**config.mk**
```make
export PLATFORM = sky130hd
export DESIGN_NAME = spims_core
export DESIGN_NICKNAME = d
export VERILOG_FILES = /design/src/common/spims_pkg.sv /design/src/hw/spims_core.sv
export SDC_FILE = /design/constraint.sdc
export NUM_CORES = 1
export LEC_CHECK = 0
export ABC_CLOCK_PERIOD_IN_PS = 1940
export BUFFER_PORTS_ARGS = -buffer_cell sky130_fd_sc_hd__buf_2
export CAP_MARGIN = 0
export CELL_PAD_IN_SITES_DETAIL_PLACEMENT = 0
export CELL_PAD_IN_SITES_GLOBAL_PLACEMENT = 1
export CORE_UTILIZATION = 41
export CTS_CLUSTER_SIZE = 10
export DETAILED_ROUTE_END_ITERATION = 8
export GPL_ROUTABILITY_DRIVEN = 0
export PLACE_DENSITY = 0.75
export RECOVER_POWER = 100
export SLEW_MARGIN = 10
export SYNTH_ARGS = -nofsm -noshare
export SYNTH_HDL_FRONTEND = slang
export SYNTH_SLANG_ARGS = --single-unit
```
**constraint.sdc**
```tcl
create_clock -name core_clk_i -period 1.94 [get_ports core_clk_i]
set_clock_uncertainty 0.05 [all_clocks]
set_input_delay 0.194 -clock core_clk_i [delete_from_list [all_inputs] [get_ports core_clk_i]]
set_output_delay 0.194 -clock core_clk_i [all_outputs]
set_load 0.01 [all_outputs]
```
**src/common/spims_pkg.sv**
```systemverilog
// Package of the serial peripheral port: register map, field layouts, resets.
// Assumes an 8-bit register port on the core clock and byte-wide data.
package spims_pkg;

  // ****************************************
  // Register offsets
  // ****************************************
  localparam logic [7:0] SPIMS_CTRL_ADDR = 8'hC3;
  localparam logic [7:0] SPIMS_STAT_ADDR = 8'hC4;
  localparam logic [7:0] SPIMS_DATA_ADDR = 8'hC5;
  localparam logic [7:0] SPIMS_ISTS_ADDR = 8'hC6;
  localparam logic [7:0] SPIMS_IMSK_ADDR = 8'hC7;

  // ****************************************
  // Reset values and field positions
  // ****************************************
  localparam logic [7:0] SPIMS_CTRL_RST = 8'h00;
  localparam logic [7:0] SPIMS_DATA_RST = 8'h00;
  localparam logic [1:0] SPIMS_IRQ_RST = 2'h0;
  localparam int SPIMS_IRQ_DONE_BIT = 0;
  localparam int SPIMS_IRQ_MODE_FAULT_FLAG_BIT = 1;
  localparam logic [2:0] SPIMS_LAST_BIT = 3'h7;
  localparam logic [3:0] SPIMS_LAST_EDGE = 4'hF;

  // Control register layout, bit 7 first.
  typedef struct packed {
    logic port_enable_bit;
    logic master_select_bit;
    logic select_input_disable_bit;
    logic cpol;
    logic cpha;
    logic [2:0] rate;
  } spims_ctrl_t;

  // Status register layout, bit 7 first.
  typedef struct packed {
    logic transfer_done_flag;
    logic write_collision_flag;
    logic slave_select_error_flag;
    logic mode_fault_flag;
    logic [3:0] rsvd;
  } spims_stat_t;

  // Register port request.
  typedef struct packed {
    logic [7:0] addr;
    logic [7:0] wdata;
    logic we;
    logic re;
  } spims_bus_t;

  typedef enum logic {SPIMS_IDLE, SPIMS_RUN} spims_state_t;

endpackage

```
**src/hw/spims_core.sv**
```systemverilog
// Serial peripheral port working as master or slave, with its register file.
// Assumes a one-cycle register port on core_clk_i; pins arrive asynchronous.
`timescale 1ns/1ps
module spims_core (
  input wire logic core_clk_i,
  input wire logic nrst_i,
  input wire spims_pkg::spims_bus_t bus_i,
  output logic [7:0] rdata_o,
  input wire logic sck_i,
  output logic sck_o,
  output logic sck_oe_o,
  input wire logic mosi_i,
  output logic mosi_o,
  output logic mosi_oe_o,
  input wire logic miso_i,
  output logic miso_o,
  output logic miso_oe_o,
  input wire logic ss_n_i,
  output logic tx_irq_req_o,
  output logic err_irq_req_o,
  output logic irq_o
);
  import spims_pkg::*;

  // ****************************************
  // Declarations
  // ****************************************
  spims_ctrl_t ctrl_r;
  spims_state_t state_r;
  logic [3:0] sync1_r;
  logic [3:0] sync2_r;
  logic sck_prev_r;
  logic ss_prev_r;
  logic done_r;
  logic write_collision_flag_r;
  logic slave_select_error_flag_r;
  logic mode_fault_flag_r;
  logic arm_done_r;
  logic arm_write_collision_flag_r;
  logic arm_mode_fault_flag_r;
  logic [7:0] sreg_r;
  logic [7:0] rxbuf_r;
  logic out_r;
  logic [2:0] bit_cnt_r;
  logic [3:0] edge_cnt_r;
  logic [3:0] div_cnt_r;
  logic sck_r;
  logic sck_oe_r;
  logic miso_oe_r;
  logic [1:0] ists_r;
  logic [1:0] imsk_r;
  logic irq_r;
  logic tx_req_r;
  logic err_req_r;
  logic [7:0] rdata_r;
  logic sck_s;
  logic mosi_s;
  logic miso_s;
  logic ss_s;
  logic wr_ctrl;
  logic wr_data;
  logic rd_stat;
  logic rd_data;
  logic wr_ists;
  logic wr_imsk;
  logic en;
  logic mst;
  logic slv;
  logic busy;
  logic mode_fault_flag_evt;
  logic m_tick;
  logic s_edge;
  logic lead;
  logic trail;
  logic capture;
  logic launch;
  logic in_bit;
  logic [7:0] cap_byte;
  logic byte_end;
  logic [7:0] end_byte;
  logic s_start;
  logic slave_select_error_flag_evt;
  spims_stat_t stat;

  // ****************************************
  // Pin synchronisers
  // ****************************************

  // Two flip-flops on every asynchronous pin input.
  // The clock bit resets low like its edge detector, so no false edge follows reset.
  always_ff @(posedge core_clk_i or negedge nrst_i) begin
    if (!nrst_i) begin
      sync1_r <= 4'h7;
      sync2_r <= 4'h7;
    end else begin
      sync1_r <= {sck_i, mosi_i, miso_i, ss_n_i};
      sync2_r <= sync1_r;
    end
  end

  // Synchronised pin levels.
  assign sck_s = sync2_r[3];
  assign mosi_s = sync2_r[2];
  assign miso_s = sync2_r[1];
  assign ss_s = sync2_r[0];

  // Previous levels for edge detection.
  always_ff @(posedge core_clk_i or negedge nrst_i) begin
    if (!nrst_i) begin
      sck_prev_r <= 1'b0;
      ss_prev_r <= 1'b1;
    end else begin
      sck_prev_r <= sck_s;
      ss_prev_r <= ss_s;
    end
  end

  // ****************************************
  // Register decode and events
  // ****************************************

  // Strobes per register.
  assign wr_ctrl = bus_i.we && (bus_i.addr == SPIMS_CTRL_ADDR);
  assign wr_data = bus_i.we && (bus_i.addr == SPIMS_DATA_ADDR);
  assign wr_ists = bus_i.we && (bus_i.addr == SPIMS_ISTS_ADDR);
  assign wr_imsk = bus_i.we && (bus_i.addr == SPIMS_IMSK_ADDR);
  assign rd_stat = bus_i.re && (bus_i.addr == SPIMS_STAT_ADDR);
  assign rd_data = bus_i.re && (bus_i.addr == SPIMS_DATA_ADDR);

  // Mode terms.
  assign en = ctrl_r.port_enable_bit;
  assign mst = en && ctrl_r.master_select_bit;
  assign slv = en && !ctrl_r.master_select_bit;
  assign busy = (state_r == SPIMS_RUN);
  assign mode_fault_flag_evt = mst && !ctrl_r.select_input_disable_bit && !ss_s;

  // Master clock tick and slave edges.
  assign m_tick = mst && busy && (div_cnt_r == 4'h0);
  assign s_edge = slv && !ss_s && (sck_s != sck_prev_r);
  assign lead = mst ? (m_tick && !edge_cnt_r[0]) : (s_edge && (sck_s != ctrl_r.cpol));
  assign trail = mst ? (m_tick && edge_cnt_r[0]) : (s_edge && (sck_s == ctrl_r.cpol));

  // Phase 0 captures on the leading edge, phase 1 on the trailing one.
  assign capture = ctrl_r.cpha ? trail : lead;
  assign launch = ctrl_r.cpha ? lead : trail;
  assign in_bit = mst ? miso_s : mosi_s;
  assign cap_byte = {sreg_r[6:0], in_bit};

  // Master ends after sixteen half periods, slave after eighth capture.
  assign byte_end = mst ? (m_tick && (edge_cnt_r == SPIMS_LAST_EDGE))
                        : (capture && (bit_cnt_r == SPIMS_LAST_BIT));
  assign end_byte = (mst && !ctrl_r.cpha) ? sreg_r : cap_byte;

  // Slave start: select fall in phase 0, first clock edge in phase 1.
  assign s_start = slv && !busy && !ss_s
                   && (ctrl_r.cpha ? lead : ss_prev_r);
  assign slave_select_error_flag_evt = slv && busy && ss_s && !ss_prev_r;

  // ****************************************
  // Control register
  // ****************************************

  // Software writes; a mode fault clears enable and master select.
  always_ff @(posedge core_clk_i or negedge nrst_i) begin
    if (!nrst_i) begin
      ctrl_r <= spims_ctrl_t'(SPIMS_CTRL_RST);
    end else begin
      if (wr_ctrl) begin
        ctrl_r <= spims_ctrl_t'(bus_i.wdata);
      end
      if (mode_fault_flag_evt) begin
        ctrl_r.port_enable_bit <= 1'b0;
        ctrl_r.master_select_bit <= 1'b0;
      end
    end
  end

  // ****************************************
  // Status flags
  // ****************************************

  // Done flag: status read arms the clear, data access clears; set wins.
  always_ff @(posedge core_clk_i or negedge nrst_i) begin
    if (!nrst_i) begin
      done_r <= 1'b0;
      arm_done_r <= 1'b0;
    end else begin
      if (rd_stat) begin
        arm_done_r <= done_r;
      end else if (rd_data || wr_data) begin
        arm_done_r <= 1'b0;
      end
      if (byte_end) begin
        done_r <= 1'b1;
      end else if (arm_done_r && (rd_data || wr_data)) begin
        done_r <= 1'b0;
      end
    end
  end

  // Collision flag: data write while busy sets it, no request follows.
  always_ff @(posedge core_clk_i or negedge nrst_i) begin
    if (!nrst_i) begin
      write_collision_flag_r <= 1'b0;
      arm_write_collision_flag_r <= 1'b0;
    end else begin
      if (rd_stat) begin
        arm_write_collision_flag_r <= write_collision_flag_r;
      end else if (rd_data || wr_data) begin
        arm_write_collision_flag_r <= 1'b0;
      end
      if (wr_data && busy) begin
        write_collision_flag_r <= 1'b1;
      end else if (arm_write_collision_flag_r && (rd_data || wr_data)) begin
        write_collision_flag_r <= 1'b0;
      end
    end
  end

  // Mode fault flag: status read seeing it arms, control write clears.
  always_ff @(posedge core_clk_i or negedge nrst_i) begin
    if (!nrst_i) begin
      mode_fault_flag_r <= 1'b0;
      arm_mode_fault_flag_r <= 1'b0;
    end else begin
      if (rd_stat) begin
        arm_mode_fault_flag_r <= mode_fault_flag_r;
      end else if (wr_ctrl) begin
        arm_mode_fault_flag_r <= 1'b0;
      end
      if (mode_fault_flag_evt) begin
        mode_fault_flag_r <= 1'b1;
      end else if (arm_mode_fault_flag_r && wr_ctrl) begin
        mode_fault_flag_r <= 1'b0;
      end
    end
  end

  // Select error: set on early select rise, cleared while disabled.
  always_ff @(posedge core_clk_i or negedge nrst_i) begin
    if (!nrst_i) begin
      slave_select_error_flag_r <= 1'b0;
    end else if (slave_select_error_flag_evt) begin
      slave_select_error_flag_r <= 1'b1;
    end else if (!en) begin
      slave_select_error_flag_r <= 1'b0;
    end
  end

  // ****************************************
  // Transfer engine
  // ****************************************

  // Sequencer state; disabling the port returns it to idle.
  always_ff @(posedge core_clk_i or negedge nrst_i) begin
    if (!nrst_i) begin
      state_r <= SPIMS_IDLE;
    end else begin
      case (state_r)
        SPIMS_IDLE: begin
          if ((mst && wr_data) || s_start) begin
            state_r <= SPIMS_RUN;
          end
        end
        SPIMS_RUN: begin
          if (!en || byte_end || slave_select_error_flag_evt) begin
            state_r <= SPIMS_IDLE;
          end
        end
        default: begin
          state_r <= SPIMS_IDLE;
        end
      endcase
    end
  end

  // Shift register and outgoing bit, loaded straight from data writes while idle.
  always_ff @(posedge core_clk_i or negedge nrst_i) begin
    if (!nrst_i) begin
      sreg_r <= SPIMS_DATA_RST;
      out_r <= 1'b0;
    end else begin
      if (wr_data && !busy) begin
        sreg_r <= bus_i.wdata;
        out_r <= bus_i.wdata[7];
      end else begin
        if (capture) begin
          sreg_r <= cap_byte;
        end
        if (launch) begin
          out_r <= sreg_r[7];
        end
      end
    end
  end

  // Bit counter for captures.
  always_ff @(posedge core_clk_i or negedge nrst_i) begin
    if (!nrst_i) begin
      bit_cnt_r <= 3'h0;
    end else if (!en || slave_select_error_flag_evt || (!busy && !s_start)) begin
      bit_cnt_r <= 3'h0;
    end else if (capture) begin
      bit_cnt_r <= bit_cnt_r + 3'h1;
    end
  end

  // Master clock divider and half-period counter.
  always_ff @(posedge core_clk_i or negedge nrst_i) begin
    if (!nrst_i) begin
      div_cnt_r <= 4'h0;
      edge_cnt_r <= 4'h0;
    end else if (!mst || !busy) begin
      div_cnt_r <= {ctrl_r.rate, 1'b1};
      edge_cnt_r <= 4'h0;
    end else if (m_tick) begin
      div_cnt_r <= {ctrl_r.rate, 1'b1};
      edge_cnt_r <= edge_cnt_r + 4'h1;
    end else begin
      div_cnt_r <= div_cnt_r - 4'h1;
    end
  end

  // Receive buffer loads only while the done flag is clear, so it holds the first byte until the flag clears.
  always_ff @(posedge core_clk_i or negedge nrst_i) begin
    if (!nrst_i) begin
      rxbuf_r <= SPIMS_DATA_RST;
    end else if (byte_end && !done_r) begin
      rxbuf_r <= end_byte;
    end
  end

  // ****************************************
  // Pin drivers
  // ****************************************

  // Master drives clock and data out; slave drives its data when selected.
  always_ff @(posedge core_clk_i or negedge nrst_i) begin
    if (!nrst_i) begin
      sck_r <= 1'b0;
      sck_oe_r <= 1'b0;
      miso_oe_r <= 1'b0;
    end else begin
      sck_oe_r <= mst;
      miso_oe_r <= slv && !ss_s;
      if (m_tick) begin
        sck_r <= !sck_r;
      end else if (!busy) begin
        sck_r <= ctrl_r.cpol;
      end
    end
  end

  assign sck_o = sck_r;
  assign sck_oe_o = sck_oe_r;
  assign mosi_o = out_r;
  assign mosi_oe_o = sck_oe_r;
  assign miso_o = out_r;
  assign miso_oe_o = miso_oe_r;

  // ****************************************
  // Interrupts
  // ****************************************

  // Sticky event bits cleared by writing one; set wins over clear.
  always_ff @(posedge core_clk_i or negedge nrst_i) begin
    if (!nrst_i) begin
      ists_r <= SPIMS_IRQ_RST;
      imsk_r <= SPIMS_IRQ_RST;
    end else begin
      ists_r[SPIMS_IRQ_DONE_BIT] <= byte_end
        || (ists_r[SPIMS_IRQ_DONE_BIT] && !(wr_ists && bus_i.wdata[SPIMS_IRQ_DONE_BIT]));
      ists_r[SPIMS_IRQ_MODE_FAULT_FLAG_BIT] <= mode_fault_flag_evt
        || (ists_r[SPIMS_IRQ_MODE_FAULT_FLAG_BIT] && !(wr_ists && bus_i.wdata[SPIMS_IRQ_MODE_FAULT_FLAG_BIT]));
      if (wr_imsk) begin
        imsk_r <= bus_i.wdata[1:0];
      end
    end
  end

  // Request levels and the masked interrupt line.
  always_ff @(posedge core_clk_i or negedge nrst_i) begin
    if (!nrst_i) begin
      tx_req_r <= 1'b0;
      err_req_r <= 1'b0;
      irq_r <= 1'b0;
    end else begin
      tx_req_r <= done_r;
      err_req_r <= mode_fault_flag_r && !ctrl_r.select_input_disable_bit;
      irq_r <= |(ists_r & imsk_r);
    end
  end

  assign tx_irq_req_o = tx_req_r;
  assign err_irq_req_o = err_req_r;
  assign irq_o = irq_r;

  // ****************************************
  // Read data
  // ****************************************

  // Status view of the flags.
  always_comb begin
    stat = '0;
    stat.transfer_done_flag = done_r;
    stat.write_collision_flag = write_collision_flag_r;
    stat.slave_select_error_flag = slave_select_error_flag_r;
    stat.mode_fault_flag = mode_fault_flag_r;
  end

  // Read data stands in the cycle after the strobe; unmapped reads zero.
  always_ff @(posedge core_clk_i or negedge nrst_i) begin
    if (!nrst_i) begin
      rdata_r <= 8'h00;
    end else if (bus_i.re) begin
      case (bus_i.addr)
        SPIMS_CTRL_ADDR: rdata_r <= ctrl_r;
        SPIMS_STAT_ADDR: rdata_r <= stat;
        SPIMS_DATA_ADDR: rdata_r <= rxbuf_r;
        SPIMS_ISTS_ADDR: rdata_r <= {6'h00, ists_r};
        SPIMS_IMSK_ADDR: rdata_r <= {6'h00, imsk_r};
        default: rdata_r <= 8'h00;
      endcase
    end else begin
      rdata_r <= 8'h00;
    end
  end

  assign rdata_o = rdata_r;

endmodule

```
==> flow_summary.json, run 1 <==
{
  "grt_max_degree": 42,
  "detail-route-antenna-nets": 0,
  "finish.utilization_pct": 53.0,
  "crit_type": "flip-flop to flip-flop",
  "drive_gt1_share_pct": 26.1,
  "synth_fa_ha_area_share_pct": 1.75,
  "wl_um": 8590,
  "synthArstFlopShare_pct": 100,
  "initial_utilization_pct": 42.8,
  "dp_hpwl_um": 6270,
  "synth-simple-area-share_pct": 19.6,
  "ys.flop_type": "dfrtp_1",
  "syn_nets": 365,
  "fin_crit_sh_pct": 101,
  "critPathLaunchType": "flip-flop",
  "synth_cell_type_count": 46,
  "ctsRootBufferMaster": "clkbuf_8",
  "synthCells": 336,
  "critPathMaxStageDelay_ps": 450,
  "first_global_vias": 2773,
  "route.met3.wl_um": 364,
  "dieArea_um2": 9080,
  "clock-sinks": 72,
  "violations": "negative setup slack",
  "diodes": 0,
  "antenna_found_initial": 0,
  "ys_seq_elements": 72,
  "synthXorXnorAreaFrac_pct": 2.45,
  "areaGrowthSynthToFinish_pct": 23.8,
  "path_max_fanout": 6,
  "clock_latency_ps": 350,
  "synth_top_area_cell": "dfrtp_1",
  "syn_avg_cell_area_um2": 10.6,
  "crit_arrival_ps": 2170,
  "dpl_cell_area_um2": 4110,
  "drc": 0,
  "cpMostUsedCell": "o211ai_1",
  "slew-limit-headroom_pct": 43.4,
  "end_kind": "flip-flop",
  "grt_overflow": 0,
  "path_clk_slew_ps": 80,
  "design_area_um2": 4420,
  "muxShareOfSynthArea_pct": 10.0,
  "grt_first_pass_wirelength_um": 14100,
  "clock.fmax_ghz": 0.512,
  "num_vias": 2821,
  "drt_iter0_drc": 157,
  "cts_made_buffers": 9,
  "synth_compound_area_share_pct": 12.5,
  "seq_area_frac_synth_pct": 50.7,
  "ir_worst_vdd_v": 0.000345,
  "die_y_um": 95.3,
  "pin_count": 41,
  "period_minus_slack_ps": 1950,
  "status": "complete, but fails checks",
  "die_x_um": 95.3,
  "syn_area_um2": 3570,
  "slowest_stage": "or4b_4",
  "layout_setup_ws_ps": -12.7,
  "worstMarginPinSlew_ps": 849,
  "yosys_warnings": 0,
  "dr.pass1.iters": 4,
  "place.port_buffers": 40,
  "rsz0062_at_grt": "yes",
  "hold_viol": 0,
  "drv_slew": 0,
  "crit_chain": "inv_2 -> ha_4 -> nor3b_4 -> o211ai_1 -> nand3_2 -> buf_6 -> or4b_4 -> o211ai_1",
  "worst-path-buf-inv": 2,
  "cp_data_required_time_ps": 2160,
  "synth-edff-count": 0,
  "wl_met1_um": 4120,
  "track_usage_pct": 21.2,
  "wire_per_inst_um": 16.3,
  "core_um2": 8340,
  "crit_family": "simple AND/OR/NAND/NOR gates",
  "row_count": 33,
  "synth_area_leaders": "dfrtp_1 (46%), mux2i_1 (5.6%), dfstp_2 (5.2%), nand2_1 (4.6%), mux2_2 (4.4%)",
  "layout.nets": 446,
  "vias_per_cell": 5.35,
  "setup_violations": 3,
  "cts_buffer_depth": 2,
  "synth_top_family_by_area": "simple AND/OR/NAND/NOR gates",
  "leakage_uw": 0.00194,
  "cts_max_level": 3,
  "n_fill_cell": 762,
  "highest_layer": "met4",
  "met2_length_um": 3930,
  "cts_tree": "built",
  "reg2reg_slack_ps": -10,
  "yosysTopAreaCellShare_pct": 45.6,
  "p_per_area_nw_per_um2": 742,
  "hp-class": "primary input to flip-flop",
  "max_cap_viol_count": 0
}
Yosys cell counts (5+ instances only):
| cell type | n |
|---|---|
| inv_1 | 7 |
| dfrtp_1 | 65 |
| a21oi_1 | 10 |
| or4b_1 | 6 |
| xor2_1 | 5 |
| a22oi_1 | 8 |
| nand2_1 | 44 |
| ha_1 | 5 |
| xnor2_1 | 5 |
| mux2_2 | 14 |
| o21ai_0 | 16 |
| o311a_1 | 8 |
| nor2_1 | 24 |
| nand3_1 | 13 |
| nor3_1 | 5 |
| dfstp_2 | 7 |
| nand4b_1 | 5 |
| clkbuf_1 | 10 |
| o211ai_1 | 13 |
| mux2i_1 | 20 |
| nand4_1 | 5 |
cell usage in the layout, fill, tap and decap left out, drive strengths merged, types with 4 or more instances in the layout:
cell         count
a21o             4
a21oi           10
a22oi            8
buf             57
clkbuf          35
dfrtp           65
dfstp            7
dlygate4sd3      5
ha               5
inv              7
mux2            14
mux2i           20
nand2           45
nand3           14
nand4            5
nand4b           5
nor2            24
nor2b            4
nor3             5
o211ai          13
o21ai           16
o311a            8
or4b             9
xnor2            5
xor2             5
through the flow:
| step | cells | total power [µW] | setup slack (ps) | TNS [ps] | hold slack, ps |
|---|---|---|---|---|---|
| after floorplan | 336 | 1740 | -58.7 | -145 | -152 |
| after global placement | 499 | 1880 | 25.7 | 0 | 124 |
| after detailed placement | 499 | 1880 | -16.1 | -22.0 | 125 |
| after CTS | 524 | 3320 | -11.6 | -27.4 | 15.1 |
| after global routing | 527 | 3430 | -148 | -1390 | 28.3 |
| final | 527 | 3280 | -12.7 | -34.1 | 24.7 |
state kept, by name, summed over array words and instances, names as in the netlist, 2 cells and up:
signal      cells
edge_cnt_r      4
imsk_r          2
bit_cnt_r       3
rdata_o         8
ctrl_r          7
sync2_r         4
sreg_r          8
div_cnt_r       4
ists_r          2
sync1_r         4
rxbuf_r         8
worst min-delay path, stage by stage:
cell     delay (ps)
buf_2           100
nand2_1          40
o21ai_0          60
per-layer routing:
| metal | up-vias | track usage, % |
|---|---|---|
| met1 | 1362 | 28.2 |
| met3 | 15 | 5.34 |
| met5 | - | 0 |
| li1 | 1386 | - |
| met4 | 0 | 7.70 |
| met2 | 58 | 33.3 |
layout make-up:
class	count	area (µm²)	area share (%)
inverter	7	26.3	0.595
clock inverter	6	108	2.43
timing repair buffer	87	559	12.7
sequential	72	1810	41.0
clock buffer	10	128	2.89
multi-input combinational	240	1660	37.5
tap	105	131	2.97
timing repair:
item | in CTS | in global routing
resized for setup | 6 | 9
pin swaps | 1 | 3
hold buffers | 5 | 0
endpoints found under the setup margin | 8 | 20
endpoints found under the hold margin | 32 | 0
setup buffers | 4 | 3
cells by family (layout without fill, tap and decap cells):
group,Yosys count,count (layout)
adder cells (fa/ha/maj),5,5
buffers and inverters,24,110
flip-flops,72,72
multiplexers,34,34
AND/OR/NAND/NOR,126,126
AO/OA/AOI/OAI,65,65
XOR/XNOR,10,10
path summary, 6_finish.rpt:
check	endpoint	from	depth (start not counted)
max	rxbuf_r[2]	div_cnt_r[1]	8
min	sreg_r[3]	bus_i[5]	3
max reg2reg	rxbuf_r[2]	div_cnt_r[1]	8
min reg2reg	sync2_r[3]	sync1_r[3]	0
max in group asynchronous	sync2_r[1]	nrst_i	3
min in group asynchronous	irq_o	nrst_i	2
power breakdown:
group | internal (µW) | switching (µW) | total, µW
Combinational | 108 | 131 | 239
Clock | 850 | 568 | 1420
Sequential | 1560 | 59.4 | 1620
Note: power is estimated with default switching activity, not from simulation.
==> run 2, diff against run 1 <==
--- a/config.mk
+++ b/config.mk
@@ -11,11 +11,12 @@
 export CELL_PAD_IN_SITES_DETAIL_PLACEMENT = 0
 export CELL_PAD_IN_SITES_GLOBAL_PLACEMENT = 1
 export CORE_UTILIZATION = 41
-export CTS_CLUSTER_SIZE = 10
+export CTS_CLUSTER_SIZE = 16
 export DETAILED_ROUTE_END_ITERATION = 8
 export GPL_ROUTABILITY_DRIVEN = 0
 export PLACE_DENSITY = 0.75
 export RECOVER_POWER = 100
+export SKIP_LAST_GASP = 1
 export SLEW_MARGIN = 10
 export SYNTH_ARGS = -nofsm -noshare
 export SYNTH_HDL_FRONTEND = slang
==> run 2 against run 1 <==
Effect of this change:
- the run still ends with negative setup slack left
- total power is essentially flat
- non-clock buffer count is the same
- worst hold slack lost 2.8 ps
- maximum frequency shrank 0.31%
- sequential share of layout area is the same
- clock power is essentially flat
- routed wire length shrank 0.84%
- flip-flop and latch count is the same
- clock-buffer cell count is the same
==> flow_summary.json, run 2 (synthesis results as in run 1) <==
{
  "violations": "negative setup slack",
  "worstReg2RegStart": "en",
  "clock_latency_ps": 350,
  "leakage_uw": 0.00194,
  "core_um2": 8340,
  "dr.pass1.iters": 4,
  "total_power_uw": 3280,
  "cp_data_required_time_ps": 2160,
  "cts_made_buffers": 9,
  "p_per_area_nw_per_um2": 742,
  "worstMarginPinSlew_ps": 847,
  "mostFrequentLayoutCells": "dfrtp_1 (65), nand2_1 (43), buf_4 (31)",
  "drv_slew": 0,
  "fin_cells": 527,
  "path_clk_slew_ps": 80,
  "rr_endpoint": "rxbuf_r[2]",
  "clock.fmax_ghz": 0.511,
  "max_cap_viol_count": 0,
  "cts_tree": "built",
  "crit_arrival_ps": 2180,
  "crit_type": "flip-flop to flip-flop",
  "hold_end": "sreg_r[3]",
  "path_max_fanout": 5,
  "drt_iter0_drc": 143,
  "track_usage_pct": 21.1,
  "hold_viol": 0,
  "row_count": 33,
  "min_path_cells": 3,
  "slew-limit-headroom_pct": 43.5,
  "layout_setup_ws_ps": -18.7,
  "rsz0062_at_grt": "yes",
  "hp-class": "primary input to flip-flop",
  "dp.cells": 499,
  "grt_max_degree": 42,
  "place.port_buffers": 40,
  "finish.utilization_pct": 53.0,
  "wl_um": 8520,
  "die_y_um": 95.3,
  "setup_violations": 3,
  "ctsRootBufferMaster": "clkbuf_8",
  "ir_worst_vdd_v": 0.000345,
  "grt_overflow": 0,
  "drc": 0,
  "initial_utilization_pct": 42.8,
  "place_ws_ps": -16.1,
  "final_common_cell": "dfrtp_1",
  "min-delay-start": "bus_i[5]",
  "dieArea_um2": 9080,
  "antenna_found_initial": 0,
  "dp_hpwl_um": 6270,
  "wire_per_inst_um": 16.2,
  "n_fill_cell": 762,
  "period_minus_slack_ps": 1960,
  "clock-sinks": 72,
  "reg2reg_slack_ps": -20,
  "diodes": 0,
  "num_vias": 2821,
  "critPathLaunchType": "flip-flop",
  "detail-route-antenna-nets": 0,
  "pin_count": 41,
  "layout.nets": 446,
  "grt_first_pass_wirelength_um": 14000,
  "areaGrowthSynthToFinish_pct": 23.8,
  "status": "complete, but fails checks",
  "cts_buffer_depth": 2,
  "end_kind": "flip-flop",
  "reg2reg_depth": 6,
  "first_global_vias": 2751,
  "drive_gt1_share_pct": 26.1,
  "vias_per_cell": 5.35,
  "cts_max_level": 3,
  "fin_crit_sh_pct": 101,
  "die_x_um": 95.3
}
[run 2: critical path: stages (launching register included)]
cell and delay (ps):
dfrtp_1 420, nand2_1 120, or2_2 340, buf_4 180, mux2i_1 140, or4b_4 520
o211ai_1 100
[run 2: how the worst max path moves through the flow]
stage	start	to	slack [ps]	depth (start not counted)
after detailed placement	div_cnt_r[0]	rxbuf_r[5]	-20	7
after global routing	div_cnt_r[0]	rxbuf_r[2]	-150	8
final	en	rxbuf_r[2]	-20	6
after global placement	div_cnt_r[0]	rxbuf_r[6]	30	7
after floorplan	div_cnt_r[0]	rxbuf_r[5]	-60	7
after CTS	div_cnt_r[0]	rxbuf_r[5]	-30	7
[run 2: cell type report]
cell class / count / area, µm² / share of cell area [%]
clock inverters: 6 / 108 / 2.43
clock buffers: 10 / 128 / 2.89
flip-flops and latches: 72 / 1810 / 41.0
repair buffers: 87 / 559 / 12.7
well taps: 105 / 131 / 2.97
multi-input cells: 240 / 1660 / 37.5
inverters: 7 / 26.3 / 0.595
[run 2: report_power, final]
| part | internal (µW) | switching (µW) | leakage (µW) |
|---|---|---|---|
| combinational | 108 | 130 | 0.000903 |
| sequential | 1560 | 59.1 | 0.000923 |
| clock | 850 | 566 | 0.000116 |
| total | 2520 | 756 | 0.00194 |
[run 2: per-stage QoR]
| stage | hold WS, ps | cell area (µm²) | TNS [ps] |
|---|---|---|---|
| 4_1_cts | 15.1 | 4440 | -72.8 |
| 2_1_floorplan | -152 | 3570 | -145 |
| 6_report | 21.9 | 4420 | -53.5 |
| 5_1_grt | 28.3 | 4420 | -1420 |
| 3_5_place_dp | 125 | 4110 | -22.0 |
| 3_3_place_gp | 124 | 4110 | 0 |
[run 2: metal layers]
layer  GRT usage (%)  wire [µm]
met4            7.70        182
met1            28.0       4130
met5               0          0
met2            33.2       3920
met3            5.34        289
[run 2: timing repair]
action,in CTS,in global routing
hold buffers,5,0
endpoints found under the hold margin,32,0
resized for setup,4,11
setup endpoints to repair,8,19
pin swaps,1,3
setup buffers,4,3
==> run 3, diff against run 2 <==
--- a/config.mk
+++ b/config.mk
@@ -5,12 +5,13 @@
 export SDC_FILE = /design/constraint.sdc
 export NUM_CORES = 1
 export LEC_CHECK = 0
+export ABC_AREA = 1
 export ABC_CLOCK_PERIOD_IN_PS = 1940
 export BUFFER_PORTS_ARGS = -buffer_cell sky130_fd_sc_hd__buf_2
 export CAP_MARGIN = 0
 export CELL_PAD_IN_SITES_DETAIL_PLACEMENT = 0
 export CELL_PAD_IN_SITES_GLOBAL_PLACEMENT = 1
-export CORE_UTILIZATION = 41
+export CORE_UTILIZATION = 39
 export CTS_CLUSTER_SIZE = 16
 export DETAILED_ROUTE_END_ITERATION = 8
 export GPL_ROUTABILITY_DRIVEN = 0
==> run 3 against run 2 <==
Effect of this change:
- via count shrank 2.8%
- total power grew 1.2%
- largest cell class unchanged
- final cell count grew 7.4%
- non-clock buffer count shrank 37
- combinational power grew 36%
- the flow now finishes without violations
- critical path type unchanged
==> flow_summary.json, run 3 <==
{
  "syn_nets": 432,
  "track_usage_pct": 19.1,
  "critPathLaunchType": "flip-flop",
  "reg2reg_slack_ps": 180,
  "detail-route-antenna-nets": 0,
  "min_path_cells": 3,
  "hold_end": "ctrl_r[3]",
  "synth_cell_type_count": 32,
  "p_sw_uw": 842,
  "cts_buffer_depth": 2,
  "synth_common_cells": "nand2_1 (128), dfrtp_1 (65), inv_1 (39)",
  "cts_max_level": 3,
  "ctsRootBufferMaster": "clkbuf_8",
  "yosys_warnings": 0,
  "p_per_area_nw_per_um2": 828,
  "period_minus_slack_ps": 1760,
  "yosysMostFrequentCell": "nand2_1",
  "internal_power_uw": 2470,
  "dp_hpwl_um": 5720,
  "rsz0062_at_grt": "no",
  "end_kind": "flip-flop",
  "status": "finished clean",
  "wl_um": 7740,
  "final_common_cell": "nand2_1",
  "hold_viol": 0,
  "path_max_fanout": 10,
  "cts_setup_buffers": 0,
  "grt_first_pass_wirelength_um": 12900,
  "seq_area_frac_synth_pct": 52.6,
  "switching_share_pct": 25.4,
  "layout.nets": 485,
  "crit_arrival_ps": 1950,
  "ir_worst_vdd_v": 0.000387,
  "slew-limit-headroom_pct": 33.8,
  "rr_endpoint": "rxbuf_r[5]",
  "dieArea_um2": 9210,
  "synth-edff-count": 0,
  "wire_per_inst_um": 13.7,
  "drt_iter0_drc": 109,
  "worstReg2RegStart": "div_cnt_r[0]",
  "syn_area_um2": 3440,
  "leakage_uw": 0.00202,
  "diodes": 0,
  "mostFrequentLayoutCells": "nand2_1 (129), dfrtp_1 (65), inv_1 (41)",
  "synth_top_area_cell": "dfrtp_1",
  "cts_tree": "built",
  "setup_violations": 0,
  "initial_utilization_pct": 41.1,
  "die_y_um": 96.0,
  "grt_max_degree": 73,
  "path_clk_slew_ps": 80,
  "worstMarginPinSlew_ps": 993,
  "min-delay-start": "bus_i[5]",
  "reg2reg_depth": 11,
  "ys.flop_type": "dfrtp_1",
  "clock_latency_ps": 350,
  "syn_avg_cell_area_um2": 8.55,
  "fin_crit_sh_pct": 90.8,
  "grt_overflow": 0,
  "vias_per_cell": 4.84,
  "clock.fmax_ghz": 0.568,
  "hp-class": "primary input to flip-flop",
  "place.port_buffers": 40,
  "die_x_um": 96.0,
  "ys_seq_elements": 72,
  "pin_count": 41,
  "drc": 0,
  "combPwrFrac_pct": 9.8,
  "areaGrowthSynthToFinish_pct": 16.2,
  "synthCells": 403,
  "clock-sinks": 72,
  "antenna_found_initial": 0,
  "setup_tns_ps": 0,
  "num_vias": 2742,
  "cp_data_required_time_ps": 2130,
  "dpl_cell_area_um2": 3770,
  "design_area_um2": 4000,
  "core_um2": 8380,
  "row_count": 33,
  "first_global_vias": 2637,
  "drive_gt1_share_pct": 14.3,
  "synth_area_leaders": "dfrtp_1 (47%), nand2_1 (14%), nand3_1 (5.5%), dfstp_2 (5.3%), inv_1 (4.2%)",
  "p_clk_share_pct": 40.0,
  "crit_type": "flip-flop to flip-flop",
  "n_fill_cell": 834,
  "yosysTopAreaCellShare_pct": 47.2,
  "max_cap_viol_count": 0,
  "drv_slew": 0,
  "synthArstFlopShare_pct": 100,
  "dr.pass1.iters": 4,
  "cts_made_buffers": 9,
  "p_seq_share_pct": 50.2
}
==> run 3: changes by cell type after synthesis, sizes merged, moves of 9 or more <==
cell    delta
clkbuf     -9
inv       +35
mux2      -14
mux2i     -20
nand2     +94
nand3     +28
o21ai     +15
or4b       -9
==> run 3: logic make-up after synthesis <==
| group | share of synthesized area (%) |
|---|---|
| buffers and inverters | 6.17 |
| and+or+nand+nor | 30.0 |
| xor gates and xnor gates | 1.27 |
| AOI/OAI and AO/OA | 8.21 |
| adders and majority gates | 1.82 |
| DFF | 52.6 |
==> run 3: critical path: stages, from the launching register on <==
cell and delay, ps:
dfrtp_1 400, inv_1 80, ha_1 190, nand2_4 110, nor2_4 120, nand2_1 90, nand3_2 140, nand3_4 90
nand2_4 130, nand2_4 90, nand2_1 80, nand2_1 50
==> run 3: layout make-up <==
class | instances | area [µm²] | share of cell area [%]
clock buffer | 11 | 141 | 3.53
timing repair buffer | 50 | 262 | 6.53
clock inverter | 5 | 80.1 | 2.00
tap | 105 | 131 | 3.28
sequential | 72 | 1810 | 45.2
multi-input combinational | 281 | 1420 | 35.5
inverter | 42 | 158 | 3.94
==> run 3: metal layers <==
layer	part of all wire, %	GRT usage (%)	up-vias
met4	1.9	7.84	0
met3	3.6	3.48	11
met1	50	26.4	1263
met5	0	0	-
li1	-	-	1416
met2	45	29.4	52
==> run 3: what timing repair did <==
item	4_1_cts	5_1_grt
gates resized for setup	0	2
hold endpoints to repair	69	0
hold buffers	5	0
setup endpoints to repair	0	9
==> run 3: metrics by stage <==
stage | setup slack [ps] | utilization [%] | instances | hold slack, ps | total power (µW)
3_5_place_dp | 113 | 45.0 | 545 | 205 | 2020
6_report | 179 | 47.8 | 566 | 29.7 | 3320
2_1_floorplan | 327 | - | 403 | -152 | 1880
3_3_place_gp | 191 | 45.0 | 545 | 201 | 2020
5_1_grt | 0.0244 | 47.8 | 566 | 51.4 | 3490
4_1_cts | 102 | 48.2 | 566 | 19.8 | 3360
==> run 3: worst max-delay path by stage <==
stage | from | endpoint | slack [ps] | depth (start not counted)
3_3_place_gp | div_cnt_r[0] | rxbuf_r[2] | 190 | 11
3_5_place_dp | div_cnt_r[0] | rxbuf_r[5] | 110 | 11
5_1_grt | div_cnt_r[0] | rxbuf_r[5] | 0.02 | 11
2_1_floorplan | div_cnt_r[0] | rxbuf_r[0] | 330 | 11
4_1_cts | div_cnt_r[0] | rxbuf_r[5] | 100 | 11
6_report | div_cnt_r[0] | rxbuf_r[5] | 180 | 11
==> run 3: power by group through the flow <==
stage	sequential, µW	clock [µW]	combinational [µW]
3_3_place_gp	1690	0	324
3_5_place_dp	1690	0	329
5_1_grt	1680	1430	383
6_report	1660	1330	323
4_1_cts	1670	1360	338
2_1_floorplan	1680	0	206
